File: config.mk
export PLATFORM = sky130hd
export DESIGN_NAME = gate_spi_ctrl
export DESIGN_NICKNAME = d
export VERILOG_FILES = /design/src/logic/pin_sync.v /design/src/logic/gate_spi_ctrl.v
export VERILOG_INCLUDE_DIRS = /design/src /design/src/logic
export SDC_FILE = /design/constraint.sdc
export NUM_CORES = 1
export LEC_CHECK = 0
export BUFFER_PORTS_ARGS = -buffer_cell sky130_fd_sc_hd__buf_2
export CORE_ASPECT_RATIO = 2
export CORE_UTILIZATION = 35
export DETAILED_ROUTE_END_ITERATION = 7
export HOLD_SLACK_MARGIN = 0.03
export PLACE_DENSITY = 0.59
export SLEW_MARGIN = 40
export SYNTH_ARGS = -nofsm -noshare
export SYNTH_HDL_FRONTEND = slang
export SYNTH_SLANG_ARGS = --single-unit
File: constraint.sdc
create_clock -name mclk_i -period 4 [get_ports mclk_i]
set_clock_uncertainty 0.1 [all_clocks]
set_input_delay 1.2 -clock mclk_i [delete_from_list [all_inputs] [get_ports mclk_i]]
set_output_delay 1.2 -clock mclk_i [all_outputs]
set_load 0.005 [all_outputs]
File: src/logic/gate_spi_defines.vh
// Constants shared by the gate driver serial port and enable sequencer.
`ifndef GATE_SPI_DEFINES_VH
`define GATE_SPI_DEFINES_VH

`define CLK_PERIOD_NS 100
`define QUICK_RST_NS 10000
`define FULL_RST_NS 20000
`define LOW_CNT_W 8

`define WORD_W 16
`define DATA_W 11
`define ADDR_W 4
`define BIT_CNT_W 5
`define WORD_BITS 5'h10
`define WORD_OVER 5'h11
`define RW_BIT 15
`define ADDR_HI 14
`define ADDR_LO 11
`define RW_READ 1'b1

`define ADDR_STAT1 4'h0
`define ADDR_STAT2 4'h1
`define ADDR_CTRL1 4'h2
`define ADDR_CTRL2 4'h3
`define CTRL1_RST 11'h000
`define CTRL2_RST 11'h000
`define GATE_RST_BIT 2
`define COND_W 10
`define FAULT_SUM_BIT 10
`define SUPPLY_UV_HI_BIT 9
`define SUPPLY_UV_LO_BIT 8
`define OVERTEMP_BIT 7

`define AXI_AW 5
`define REG_STATE 5'h00
`define REG_CTRL1 5'h04
`define REG_CTRL2 5'h08
`define REG_STAT1 5'h0C
`define REG_INJECT 5'h10
`define RESP_OKAY 2'h0
`define RESP_DECERR 2'h3

`endif

File: src/logic/pin_sync.v
// Two-stage synchroniser for a group of asynchronous pins.
`timescale 1ns/100ps
module pin_sync #(
  parameter W = 1
) (
  input wire mclk_i,
  input wire rst_n_i,
  input wire [W-1:0] async_i,
  output wire [W-1:0] sync_o
);
  reg [W-1:0] meta_ff;
  reg [W-1:0] sync_ff;
  genvar i;
  generate
    for (i = 0; i < W; i = i + 1) begin : g_bit
      always @(posedge mclk_i) begin
        if (!rst_n_i) begin
          meta_ff[i] <= 1'b0;
          sync_ff[i] <= 1'b0;
        end else begin
          meta_ff[i] <= async_i[i];
          sync_ff[i] <= meta_ff[i];
        end
      end
    end
  endgenerate
  assign sync_o = sync_ff;
endmodule

File: src/logic/gate_spi_ctrl.v
// Serial control port, enable sequencing and fault latches of a gate driver.
// Functional notes
// Command word: 16 bits, rw flag on top, four address, eleven data.
// Response word: fault flag bit 15, address 14..11, data 10..0.
// After an invalid frame the response is flag one, all else zero.
// Master keeps clock low at select edges and gives sixteen clocks.
// Select high: clock and input ignored, serial output released.
// Select falling enables output and loads response for previous command.
// One response bit leaves per rising clock edge, MSB first.
// One command bit is sampled per falling clock edge, MSB first.
// Pauses between clock pulses are allowed while select stays low.
// Not exactly sixteen clocks: frame error, write dropped, flag reported.
// Sixteenth clock or select rise moves input word to latch for decode.
// Read returns the addressed register in the following response.
// Write returns the first fault status register in the following response.
// Rw flag zero means write, one means read.
// Driver fault reset control bit clears itself after being written one.
// Gates stay low until enable rises and no faults are present; the code holds them low only on undervoltage, overtemperature, overvoltage.
// Enable low means no serial access; full reset restores defaults.
// Enable rising clears gate faults and status registers.
// Enable falling stops gates at once, other blocks after ten us.
// Enable low under ten us is a quick reset; serial keeps working.
// Controller holds enable low over twenty us for a full reset.
// Controller never applies enable low pulses of ten to twenty us.
// Serial fault reset clears only gate faults and status registers.
// Supply overvoltage fault clears only after enable low over twenty us.
// Enable toggle clears latched faults unless their condition persists.
`timescale 1ns/100ps
`include "gate_spi_defines.vh"
module gate_spi_ctrl #(
  parameter [3:0] DEVICE_ID = 4'h5
) (
  input wire mclk_i,
  input wire rst_n_i,
  input wire spi_sclk_i,
  input wire serial_select_n_i,
  input wire spi_sdi_i,
  output wire spi_sdo_o,
  output wire spi_sdo_oe_o,
  input wire gate_enable_i,
  input wire [`COND_W-1:0] fault_cond_i,
  input wire gate_supply_overvoltage_i,
  output wire gate_on_o,
  output wire blocks_on_o,
  input wire [`AXI_AW-1:0] s_axi_awaddr_i,
  input wire s_axi_awvalid_i,
  output wire s_axi_awready_o,
  input wire [31:0] s_axi_wdata_i,
  input wire [3:0] s_axi_wstrb_i,
  input wire s_axi_wvalid_i,
  output wire s_axi_wready_o,
  output wire [1:0] s_axi_bresp_o,
  output wire s_axi_bvalid_o,
  input wire s_axi_bready_i,
  input wire [`AXI_AW-1:0] s_axi_araddr_i,
  input wire s_axi_arvalid_i,
  output wire s_axi_arready_o,
  output wire [31:0] s_axi_rdata_o,
  output wire [1:0] s_axi_rresp_o,
  output wire s_axi_rvalid_o,
  input wire s_axi_rready_i
);
  // The device ID value is arbitrary.
  localparam integer QUICK_CYC = `QUICK_RST_NS / `CLK_PERIOD_NS;
  localparam integer FULL_CYC = `FULL_RST_NS / `CLK_PERIOD_NS;
  localparam [`LOW_CNT_W-1:0] QUICK_C = QUICK_CYC[`LOW_CNT_W-1:0];
  localparam [`LOW_CNT_W-1:0] FULL_C = FULL_CYC[`LOW_CNT_W-1:0];
  localparam [`LOW_CNT_W-1:0] LOW_SAT = FULL_C + 8'h01;
  localparam SW = 5 + `COND_W;
  wire [SW-1:0] pins_s;
  wire sclk_s, sel_n_s, sdi_s, en_s, ov_pin_s;
  wire [`COND_W-1:0] cond_pin_s;
  pin_sync #(
    .W(SW)
  ) u_sync (
    .mclk_i(mclk_i),
    .rst_n_i(rst_n_i),
    .async_i({gate_supply_overvoltage_i, fault_cond_i, gate_enable_i,
      spi_sdi_i, serial_select_n_i, spi_sclk_i}),
    .sync_o(pins_s)
  );
  assign sclk_s = pins_s[0];
  assign sel_n_s = pins_s[1];
  assign sdi_s = pins_s[2];
  assign en_s = pins_s[3];
  assign cond_pin_s = pins_s[SW-2:4];
  assign ov_pin_s = pins_s[SW-1];
  reg sclk_d_ff, sel_d_ff, en_d_ff;
  reg [`LOW_CNT_W-1:0] low_cnt_ff;
  reg blocks_on_ff, run_ff, gate_on_ff;
  reg [`COND_W-1:0] st_ff, inject_ff;
  reg ov_ff;
  reg [`DATA_W-1:0] ctrl1_ff, ctrl2_ff;
  reg [`WORD_W-1:0] rx_ff, tx_ff, hold_ff;
  reg [`BIT_CNT_W-1:0] cnt_ff;
  reg act_ff, sdo_ff, sdo_oe_ff, prv_err_ff, prv_rd_ff;
  reg [`ADDR_W-1:0] prv_addr_ff;
  wire sclk_rise = sclk_s & ~sclk_d_ff;
  wire sclk_fall = ~sclk_s & sclk_d_ff;
  wire sel_fall = ~sel_n_s & sel_d_ff;
  wire sel_rise = sel_n_s & ~sel_d_ff;
  wire en_rise = en_s & ~en_d_ff;
  wire full_rst = en_rise & (low_cnt_ff > FULL_C);
  wire [`COND_W-1:0] cond = cond_pin_s | inject_ff;
  wire frame_end = act_ff & sel_rise;
  wire frame_ok = frame_end & (cnt_ff == `WORD_BITS);
  wire [`ADDR_W-1:0] hold_addr = hold_ff[`ADDR_HI:`ADDR_LO];
  wire do_wr = frame_ok & (hold_ff[`RW_BIT] != `RW_READ);
  wire gate_rst = do_wr & (hold_addr == `ADDR_CTRL1) &
    hold_ff[`GATE_RST_BIT];
  wire shut = cond[`SUPPLY_UV_HI_BIT] | cond[`SUPPLY_UV_LO_BIT] |
    st_ff[`OVERTEMP_BIT] | ov_ff;
  wire [`DATA_W-1:0] stat1 = {(|st_ff) | ov_ff, st_ff};
  wire [`DATA_W-1:0] stat2 = {3'h0, ov_ff, 3'h0, DEVICE_ID};
  reg [`DATA_W-1:0] rd_mux;
  reg [`WORD_W-1:0] resp;

  always @* begin
    case (prv_addr_ff)
      `ADDR_STAT1: rd_mux = stat1;
      `ADDR_STAT2: rd_mux = stat2;
      `ADDR_CTRL1: rd_mux = ctrl1_ff;
      `ADDR_CTRL2: rd_mux = ctrl2_ff;
      default: rd_mux = 11'h000;
    endcase
    if (prv_err_ff) begin
      resp = {1'b1, 15'h0000};
    end else if (prv_rd_ff) begin
      resp = {1'b0, prv_addr_ff, rd_mux};
    end else begin
      resp = {1'b0, `ADDR_STAT1, stat1};
    end
  end

  // Enable pin sequencing: low time decides quick or full reset.
  always @(posedge mclk_i) begin
    if (!rst_n_i) begin
      sclk_d_ff <= 1'b0;
      sel_d_ff <= 1'b1;
      en_d_ff <= 1'b1;
      low_cnt_ff <= LOW_SAT;
      blocks_on_ff <= 1'b0;
      run_ff <= 1'b0;
      gate_on_ff <= 1'b0;
    end else begin
      sclk_d_ff <= sclk_s;
      sel_d_ff <= sel_n_s;
      en_d_ff <= en_s;
      if (en_s) begin
        low_cnt_ff <= 8'h00;
      end else if (low_cnt_ff != LOW_SAT) begin
        low_cnt_ff <= low_cnt_ff + 8'h01;
      end
      if (en_rise) begin
        blocks_on_ff <= 1'b1;
        run_ff <= 1'b1;
      end else if (!en_s) begin
        run_ff <= 1'b0;
        if (low_cnt_ff >= QUICK_C) begin
          blocks_on_ff <= 1'b0;
        end
      end
      // Gating with the live enable level turns gates off without waiting.
      gate_on_ff <= run_ff & en_s & ~shut;
    end
  end

  // Fault latches; a condition still present re-sets its bit on a clear.
  always @(posedge mclk_i) begin
    if (!rst_n_i) begin
      st_ff <= 10'h000;
      ov_ff <= 1'b0;
    end else begin
      if (en_rise | gate_rst) begin
        st_ff <= cond;
      end else begin
        st_ff <= st_ff | cond;
      end
      if (full_rst) begin
        ov_ff <= ov_pin_s;
      end else begin
        ov_ff <= ov_ff | ov_pin_s;
      end
    end
  end

  // Serial slave, sampled on the system clock. Clock edges closer than
  // one system clock apart can be missed, which bounds the serial rate.
  always @(posedge mclk_i) begin
    if (!rst_n_i) begin
      rx_ff <= 16'h0000;
      tx_ff <= 16'h0000;
      hold_ff <= 16'h0000;
      cnt_ff <= 5'h00;
      act_ff <= 1'b0;
      sdo_ff <= 1'b0;
      sdo_oe_ff <= 1'b0;
      prv_err_ff <= 1'b0;
      prv_rd_ff <= 1'b0;
      prv_addr_ff <= 4'h0;
      ctrl1_ff <= `CTRL1_RST;
      ctrl2_ff <= `CTRL2_RST;
    end else if (full_rst) begin
      act_ff <= 1'b0;
      sdo_oe_ff <= 1'b0;
      prv_err_ff <= 1'b0;
      prv_rd_ff <= 1'b0;
      prv_addr_ff <= 4'h0;
      ctrl1_ff <= `CTRL1_RST;
      ctrl2_ff <= `CTRL2_RST;
    end else if (!blocks_on_ff) begin
      act_ff <= 1'b0;
      sdo_oe_ff <= 1'b0;
    end else if (sel_n_s) begin
      act_ff <= 1'b0;
      sdo_oe_ff <= 1'b0;
      cnt_ff <= 5'h00;
      if (frame_end) begin
        prv_err_ff <= ~frame_ok;
        if (frame_ok) begin
          prv_rd_ff <= (hold_ff[`RW_BIT] == `RW_READ);
          prv_addr_ff <= hold_addr;
        end
        if (do_wr && hold_addr == `ADDR_CTRL1) begin
          ctrl1_ff <= hold_ff[`DATA_W-1:0] &
            ~(11'h001 << `GATE_RST_BIT);
        end
        if (do_wr && hold_addr == `ADDR_CTRL2) begin
          ctrl2_ff <= hold_ff[`DATA_W-1:0];
        end
      end
    end else if (sel_fall) begin
      act_ff <= 1'b1;
      sdo_oe_ff <= 1'b1;
      tx_ff <= resp;
      sdo_ff <= resp[`WORD_W-1];
      cnt_ff <= 5'h00;
    end else if (act_ff) begin
      // No timeout between edges, so split byte transfers work.
      if (sclk_rise) begin
        tx_ff <= {tx_ff[`WORD_W-2:0], 1'b0};
        sdo_ff <= tx_ff[`WORD_W-2];
      end
      if (sclk_fall) begin
        rx_ff <= {rx_ff[`WORD_W-2:0], sdi_s};
        if (cnt_ff != `WORD_OVER) begin
          cnt_ff <= cnt_ff + 5'h01;
        end
        if (cnt_ff == `WORD_BITS - 5'h01) begin
          hold_ff <= {rx_ff[`WORD_W-2:0], sdi_s};
        end
      end
    end
  end

  // Register slave on the system bus.
  reg aw_rdy_ff, w_rdy_ff, aw_got_ff, w_got_ff;
  reg [`AXI_AW-1:0] waddr_ff;
  reg [31:0] wdata_ff, rdata_ff, axi_rd;
  reg [3:0] wstrb_ff;
  reg bvalid_ff, ar_rdy_ff, rvalid_ff, axi_rd_ok;
  reg [1:0] bresp_ff, rresp_ff;

  wire aw_hs = s_axi_awvalid_i & aw_rdy_ff;
  wire w_hs = s_axi_wvalid_i & w_rdy_ff;
  wire wr_go = aw_got_ff & w_got_ff & ~bvalid_ff;
  wire wr_inj = wr_go & (waddr_ff == `REG_INJECT);

  always @* begin
    axi_rd_ok = 1'b1;
    case (s_axi_araddr_i)
      `REG_STATE: axi_rd = {28'h0000000, ov_ff, prv_err_ff,
        blocks_on_ff, gate_on_ff};
      `REG_CTRL1: axi_rd = {21'h000000, ctrl1_ff};
      `REG_CTRL2: axi_rd = {21'h000000, ctrl2_ff};
      `REG_STAT1: axi_rd = {21'h000000, stat1};
      `REG_INJECT: axi_rd = {22'h000000, inject_ff};
      default: begin
        axi_rd = 32'h00000000;
        axi_rd_ok = 1'b0;
      end
    endcase
  end

  always @(posedge mclk_i) begin
    if (!rst_n_i) begin
      aw_rdy_ff <= 1'b1;
      w_rdy_ff <= 1'b1;
      aw_got_ff <= 1'b0;
      w_got_ff <= 1'b0;
      waddr_ff <= 5'h00;
      wdata_ff <= 32'h00000000;
      wstrb_ff <= 4'h0;
      bvalid_ff <= 1'b0;
      bresp_ff <= `RESP_OKAY;
      inject_ff <= 10'h000;
      ar_rdy_ff <= 1'b1;
      rvalid_ff <= 1'b0;
      rdata_ff <= 32'h00000000;
      rresp_ff <= `RESP_OKAY;
    end else begin
      if (aw_hs) begin
        aw_rdy_ff <= 1'b0;
        aw_got_ff <= 1'b1;
        waddr_ff <= s_axi_awaddr_i;
      end
      if (w_hs) begin
        w_rdy_ff <= 1'b0;
        w_got_ff <= 1'b1;
        wdata_ff <= s_axi_wdata_i;
        wstrb_ff <= s_axi_wstrb_i;
      end
      if (wr_go) begin
        aw_got_ff <= 1'b0;
        w_got_ff <= 1'b0;
        bvalid_ff <= 1'b1;
        if (waddr_ff == `REG_STATE || waddr_ff == `REG_CTRL1 ||
            waddr_ff == `REG_CTRL2 || waddr_ff == `REG_STAT1 || wr_inj) begin
          bresp_ff <= `RESP_OKAY;
        end else begin
          bresp_ff <= `RESP_DECERR;
        end
        if (wr_inj && wstrb_ff[0]) begin
          inject_ff[7:0] <= wdata_ff[7:0];
        end
        if (wr_inj && wstrb_ff[1]) begin
          inject_ff[9:8] <= wdata_ff[9:8];
        end
      end
      if (bvalid_ff && s_axi_bready_i) begin
        bvalid_ff <= 1'b0;
        aw_rdy_ff <= 1'b1;
        w_rdy_ff <= 1'b1;
      end
      if (s_axi_arvalid_i && ar_rdy_ff) begin
        ar_rdy_ff <= 1'b0;
        rvalid_ff <= 1'b1;
        rdata_ff <= axi_rd;
        rresp_ff <= axi_rd_ok ? `RESP_OKAY : `RESP_DECERR;
      end
      if (rvalid_ff && s_axi_rready_i) begin
        rvalid_ff <= 1'b0;
        ar_rdy_ff <= 1'b1;
      end
    end
  end

  assign spi_sdo_o = sdo_ff;
  assign spi_sdo_oe_o = sdo_oe_ff;
  assign gate_on_o = gate_on_ff;
  assign blocks_on_o = blocks_on_ff;
  assign s_axi_awready_o = aw_rdy_ff;
  assign s_axi_wready_o = w_rdy_ff;
  assign s_axi_bvalid_o = bvalid_ff;
  assign s_axi_bresp_o = bresp_ff;
  assign s_axi_arready_o = ar_rdy_ff;
  assign s_axi_rvalid_o = rvalid_ff;
  assign s_axi_rdata_o = rdata_ff;
  assign s_axi_rresp_o = rresp_ff;
endmodule

==> results of run 1 <==
[metrics by stage]
stage / setup slack (ns) / area (µm²)
after floorplan: 1.53 / 7590
after global placement: 1.32 / 7940
after detailed placement: 1.26 / 7960
after CTS: 1.31 / 8560
after global routing: 1.29 / 8560
final: 1.34 / 8560
[power groups by stage]
stage | registers (W) | clock network (W) | logic (W)
detailed placement | 0.00196 | 0 | 0.000294
CTS | 0.00192 | 0.00176 | 0.000296
global placement | 0.00196 | 0 | 0.000285
global route | 0.00193 | 0.00183 | 0.000327
floorplan | 0.00194 | 0 | 0.000235
finish | 0.00192 | 0.00172 | 0.000292
[how the worst max path moves through the flow]
stage	depth (start not counted)	slack, ns	to
detailed placement	5	1.26	tx_ff[10]$_SDFFE_PN0P_
finish	1	1.34	blocks_on_o
global placement	5	1.32	spi_sdo_oe_o$_SDFFE_PP0P_
global route	1	1.29	blocks_on_o
floorplan	6	1.53	s_axi_rdata_o[4]$_SDFFE_PN0P_
CTS	1	1.31	blocks_on_o
[synth_stat cells (4+ instances only)]
| cell type | n | area share [%] |
|---|---|---|
| buf_2 | 11 | 0.73 |
| mux2i_1 | 59 | 7.9 |
| clkbuf_1 | 31 | 1.5 |
| dfxtp_1 | 182 | 48 |
| a221oi_1 | 6 | 0.70 |
| and2_1 | 35 | 2.9 |
| and3_1 | 4 | 0.33 |
| mux2_2 | 7 | 1.0 |
| a21oi_1 | 68 | 4.5 |
| nor3_1 | 8 | 0.53 |
| nand2b_1 | 8 | 0.67 |
| nand3_1 | 32 | 2.1 |
| nand2_1 | 88 | 4.4 |
| a211oi_1 | 15 | 1.5 |
| o22ai_1 | 5 | 0.42 |
| ha_1 | 7 | 1.2 |
| o21ai_0 | 58 | 3.9 |
| xor2_1 | 4 | 0.47 |
| nor3b_1 | 5 | 0.50 |
| inv_1 | 15 | 0.75 |
| nor2_1 | 84 | 4.2 |
| o211ai_1 | 6 | 0.60 |
| buf_4 | 24 | 2.4 |
| a22oi_1 | 7 | 0.70 |
| nor4_1 | 6 | 0.50 |
[layout make-up]
cell class	instances	area [µm²]
Multi-Input combinational cell	585	3530
Sequential cell	182	3640
Timing Repair Buffer	73	393
Antenna cell	1	2.50
Fill cell	2166	12500
Clock inverter	13	171
Tap cell	269	337
Clock buffer	18	429
Inverter	16	60.1
[routing by layer]
layer / up-vias / part of all wire [%]
met4: 0 / 4.6
met5: - / 0
met3: 36 / 3.1
li1: 2938 / -
met2: 135 / 54
met1: 2751 / 38
[registers in the layout, summed over array words and instances (netlist names), 2 cells and up]
signal          cells
wdata_ff           10
wstrb_ff            2
u_sync.sync_o      15
low_cnt_ff          8
cnt_ff              5
waddr_ff            5
ctrl2_ff           11
s_axi_rdata_o      11
tx_ff              15
st_ff              10
u_sync.meta_ff     15
inject_ff          10
ctrl1_ff           10
hold_ff            16
rx_ff              15
prv_addr_ff         4
[logic make-up (layout without fill, tap and decap cells)]
| family | count (synthesis) | after routing | share of synthesized area (%) |
|---|---|---|---|
| mux | 66 | 66 | 8.90 |
| xor+xnor | 7 | 7 | 0.816 |
| other cells | 1 | 22 | 0.0499 |
| simple gates | 294 | 294 | 18.9 |
| compound gates | 190 | 190 | 15.7 |
| fa+ha+maj | 7 | 7 | 1.17 |
| buf+inv | 86 | 120 | 5.98 |
| flops | 182 | 182 | 48.5 |
==> flow_metrics.py, run 1 <==
metrics = {
    "outcome": {
        "status": "complete, no violations",
    },
    "synth": {
        "synth_cell_types": 66,
        "syn-cell-area_um2": 7520,
        "synth_seq_cells": 182,
        "avgSynthCellArea_um2": 9.02,
        "synth_cells": 833,
        "async_reset_ff_share_pct": 0,
        "synth_ff_type": "dfxtp_1",
        "yosys_warnings": 0,
        "synth_edf_count": 0,
        "yosysSeqAreaShare_pct": 48.5,
    },
    "routing": {
        "via_per_inst": 5.06,
        "drt_iter0_drc": 218,
        "antenna_left": 0,
        "wl_um": 18000,
        "wl_per_cell_um": 15.5,
        "dr_total_vias": 5860,
        "drc": 0,
        "firstDrtPassIters": 5,
    },
    "min_path": {
        "hold_end": "run_ff$_SDFFE_PN0P_",
        "hold_path.class": "reg -> reg",
        "hold_start": "en_d_ff$_SDFF_PN1_",
        "min_path_cells": 1,
    },
    "power": {
        "switching_share_pct": 24.1,
        "p_sw_w": 0.000947,
        "power_density_nw_per_um2": 459,
        "irDropWorstVdd_mv": 0.352,
        "p_total_w": 0.00393,
        "power.leakage_nw": 3.49,
        "p_int_w": 0.00298,
        "p_clk_share_pct": 43.7,
        "combPwrFrac_pct": 7.4,
        "seqPwrFrac_pct": 48.9,
    },
    "timing": {
        "period_minus_slack_ns": 2.66,
        "rsz0062_at_grt": "false",
        "fmax_mhz": 376,
        "final_hold_viol_count": 0,
        "max_slew_margin_pct": 48.4,
        "slew_violations": 0,
        "holdWs_ns": 0.332,
        "finalCritPeriodShare_pct": 66.5,
        "setup_violations": 0,
        "finalSetupTns_ns": 0,
        "worst_pin_slew_ns": 0.773,
    },
    "floorplan": {
        "fp-row-count": 75,
        "chipWidth_um": 106,
        "die_height_um": 209,
        "initial_core_util_pct": 35.8,
        "pin_count": 113,
        "core_area_um2": 21000,
        "die-area_um2": 22100,
    },
    "global_route": {
        "antenna_found_initial": 1,
        "globalRouteMet1Util_pct": 16.9,
        "busiest_layer": "met2",
        "grt.met2_usage_pct": 31.8,
        "met3_usage_pct": 3.66,
        "grt.overflow.total": 0,
        "grt_pass1_wl_um": 29000,
        "grt_pass1_vias": 5624,
        "grt_max_degree": 47,
        "grt_usage_pct": 17.0,
    },
    "placement": {
        "dp_cells": 1125,
        "place_congestion": 0.855,
        "port_buffers": 67,
        "dpl.hpwl_um": 13100,
    },
    "layout": {
        "layout-drive-gt1-share_pct": 14.2,
        "stdcell_count": 1157,
        "nets": 950,
        "area_delta_synth_final_pct": 13.9,
        "final_common_cell": "dfxtp_1",
        "final_cell_mix": "dfxtp_1, nand2_1, nor2_1, a21oi_1, buf_2",
        "final_util_pct": 40.7,
    },
    "critical_path": {
        "slowest_stage": "dfxtp_1",
        "slowest_delay_ns": 0.68,
        "crit_chain": "buf_2",
        "end_kind": "output pin",
        "cp.buffers_inverters": 1,
        "ff2ff_path_depth": 5,
        "r2r-start": "hold_ff[13]$_SDFFE_PN0P_",
        "cp.arrival_ns": 1.36,
        "start_kind": "flip-flop",
        "r2r_slack_ns": 1.66,
        "cpLargestDelayFamily": "flip-flops",
        "cp_max_fo": 10,
        "criticalPathCategory": "reg -> out",
        "regToRegEndpoint": "ctrl2_ff[7]$_SDFFE_PP0P_",
        "cp.required_ns": 2.70,
        "crit_start": "blocks_on_o$_SDFFE_PN0P_",
    },
    "clocking": {
        "cts_sinks": 182,
        "path_clk_slew_ns": 0.07,
        "cts_max_level": 4,
        "clk_latency_ns": 0.44,
        "cts_tree": "built",
        "clockBufferDepth": 2,
        "cts_resized": 0,
        "hold_buffers": 0,
        "cts_inserted_buffers": 17,
        "postCtsSetupRepairBufs": 0,
        "cts_root_buffer": "clkbuf_16",
    },
    "flow_run": {
        "drv_cap": 0,
    },
}
No activity file was read; power rests on OpenSTA's default activity.
==> inputs of run 2 (changes only) <==
--- a/config.mk
+++ b/config.mk
@@ -11,7 +11,7 @@
 export CORE_UTILIZATION = 35
 export DETAILED_ROUTE_END_ITERATION = 7
 export HOLD_SLACK_MARGIN = 0.03
-export PLACE_DENSITY = 0.59
+export PLACE_DENSITY = 0.61
 export SLEW_MARGIN = 40
 export SYNTH_ARGS = -nofsm -noshare
 export SYNTH_HDL_FRONTEND = slang
==> constraint.sdc (replaced) <==
create_clock -name mclk_i -period 2.4 [get_ports mclk_i]
set_clock_uncertainty 0.1 [all_clocks]
set_input_delay 0.72 -clock mclk_i [delete_from_list [all_inputs] [get_ports mclk_i]]
set_output_delay 0.72 -clock mclk_i [all_outputs]
set_load 0.005 [all_outputs]
==> run 2 against run 1 <==
Net effect: flip-flop and latch count did not move; count of clock-buffer cells in the layout rose by 2; die area did not move; core utilization rose by 0.79 points; worst hold slack got worse by 0.0099 ns; first-iteration DRC count rose by 32%; cell area rose by 1.9%; total power rose by 74%; clock power rose by 83%; critical endpoint is now tx_ff[9]$_SDFFE_PN0P_.
==> flow_metrics.py, run 2 (synthesized netlist as in run 1, its figures left out) <==
metrics = {
    "global_route": {
        "grt_max_degree": 49,
        "grt_usage_pct": 17.2,
        "grt_pass1_wl_um": 29300,
        "grt.overflow.total": 0,
        "antenna_found_initial": 0,
        "grt_pass1_vias": 5578,
    },
    "floorplan": {
        "chipWidth_um": 106,
        "pin_count": 113,
        "fp-row-count": 75,
        "core_area_um2": 21000,
        "initial_core_util_pct": 35.8,
        "die-area_um2": 22100,
        "die_height_um": 209,
    },
    "critical_path": {
        "slowest_delay_ns": 0.56,
        "cp.arrival_ns": 2.42,
        "cp.buffers_inverters": 1,
        "cp_max_fo": 9,
        "cp.required_ns": 2.64,
        "slowest_stage": "or4b_1",
        "crit_chain": "inv_1 -> ha_1 -> nand2b_4 -> a211oi_4 -> o21ai_2 -> or4b_1 -> o311ai_1",
        "end_kind": "flip-flop",
        "criticalPathCategory": "reg -> reg",
        "cpLargestDelayFamily": "compound AO/OA/AOI/OAI gates",
        "start_kind": "flip-flop",
    },
    "routing": {
        "antenna_left": 0,
        "wl_um": 18400,
        "drc": 0,
        "dr_total_vias": 5872,
        "wl_per_cell_um": 15.7,
        "via_per_inst": 5.01,
        "firstDrtPassIters": 4,
        "drt_iter0_drc": 288,
    },
    "power": {
        "irDropWorstVdd_mv": 0.575,
        "combPwrFrac_pct": 7.2,
        "power.leakage_nw": 3.61,
        "p_int_w": 0.00526,
        "p_clk_share_pct": 46.0,
        "p_total_w": 0.00684,
        "switching_share_pct": 23.1,
        "p_sw_w": 0.00158,
        "seqPwrFrac_pct": 46.8,
        "power_density_nw_per_um2": 783,
    },
    "timing": {
        "rsz0062_at_grt": "false",
        "period_minus_slack_ns": 2.18,
        "setup_violations": 0,
        "finalCritPeriodShare_pct": 90.9,
        "fmax_mhz": 458,
        "worst_pin_slew_ns": 0.647,
        "final_hold_viol_count": 0,
        "max_slew_margin_pct": 56.2,
        "finalSetupTns_ns": 0,
        "slew_violations": 0,
    },
    "placement": {
        "dpl.hpwl_um": 13600,
        "dp_cells": 1141,
        "place_area_um2": 8060,
        "place_congestion": 0.812,
        "port_buffers": 67,
    },
    "clocking": {
        "clk_latency_ns": 0.44,
        "clockBufferDepth": 2,
        "hold_buffers": 0,
        "cts_max_level": 4,
        "cts_tree": "built",
        "cts_resized": 0,
        "cts_inserted_buffers": 17,
        "path_clk_slew_ns": 0.07,
        "cts_root_buffer": "clkbuf_16",
        "postCtsSetupRepairBufs": 0,
        "cts_sinks": 182,
    },
    "layout": {
        "area_delta_synth_final_pct": 16.1,
        "regArea_um2": 3640,
        "n_antenna_cell": 0,
        "final_cell_mix": "dfxtp_1, nand2_1, nor2_1, a21oi_1, buf_2",
        "final_util_pct": 41.5,
        "multi_input_area_um2": 3510,
        "largest_register": "hold_ff",
        "nFillCells": 2133,
        "largest_reg_flops": 16,
        "layout-drive-gt1-share_pct": 15.8,
        "design_area_um2": 8730,
        "final_common_cell": "dfxtp_1",
        "nets": 966,
        "stdcell_count": 1173,
    },
    "outcome": {
        "status": "complete, no violations",
    },
    "flow_run": {
        "drv_cap": 0,
    },
    "min_path": {
        "hold_path.class": "reg -> reg",
    },
}
## run 2: per-stage QoR
stage          hold WS [ns]  setup WS (ns)
3_5_place_dp          0.313          0.235
4_1_cts               0.323          0.212
2_1_floorplan         0.300          0.410
5_1_grt               0.341          0.133
3_3_place_gp          0.305          0.270
6_report              0.322          0.217
## run 2: area by class of cell
class / count / area share [%]
Timing Repair Buffer: 89 / 5.88
Tap cell: 269 / 3.86
Clock buffer: 20 / 5.23
Sequential cell: 182 / 41.7
Clock inverter: 12 / 2.42
Inverter: 16 / 0.688
Multi-Input combinational cell: 585 / 40.2
## run 2: power by group through the flow
stage | Combinational, W | Clock [W] | Sequential (W)
final | 0.000491 | 0.00315 | 0.00320
after global routing | 0.000549 | 0.00333 | 0.00321
after global placement | 0.000490 | 0 | 0.00326
after CTS | 0.000499 | 0.00320 | 0.00320
after floorplan | 0.000392 | 0 | 0.00324
after detailed placement | 0.000497 | 0 | 0.00327
## run 2: metal layers
metal / track usage, % / up-vias / wire [µm]
met5: 0 / - / 0
met2: 32.5 / 115 / 10000
met3: 3.45 / 37 / 487
met1: 17.5 / 2749 / 7040
li1: - / 2971 / -
met4: 9.39 / 0 / 832
## run 2: worst paths after layout
kind / start / endpoint / slack (ns) / cells past startpoint
worst min-delay path: en_d_ff$_SDFF_PN1_ / run_ff$_SDFFE_PN0P_ / 0.32 / 1
worst min register to register: en_d_ff$_SDFF_PN1_ / run_ff$_SDFFE_PN0P_ / 0.32 / 1
worst max register to register: low_cnt_ff[0]$_SDFFE_PN1P_ / tx_ff[9]$_SDFFE_PN0P_ / 0.22 / 7
worst max-delay path: low_cnt_ff[0]$_SDFFE_PN1P_ / tx_ff[9]$_SDFFE_PN0P_ / 0.22 / 7
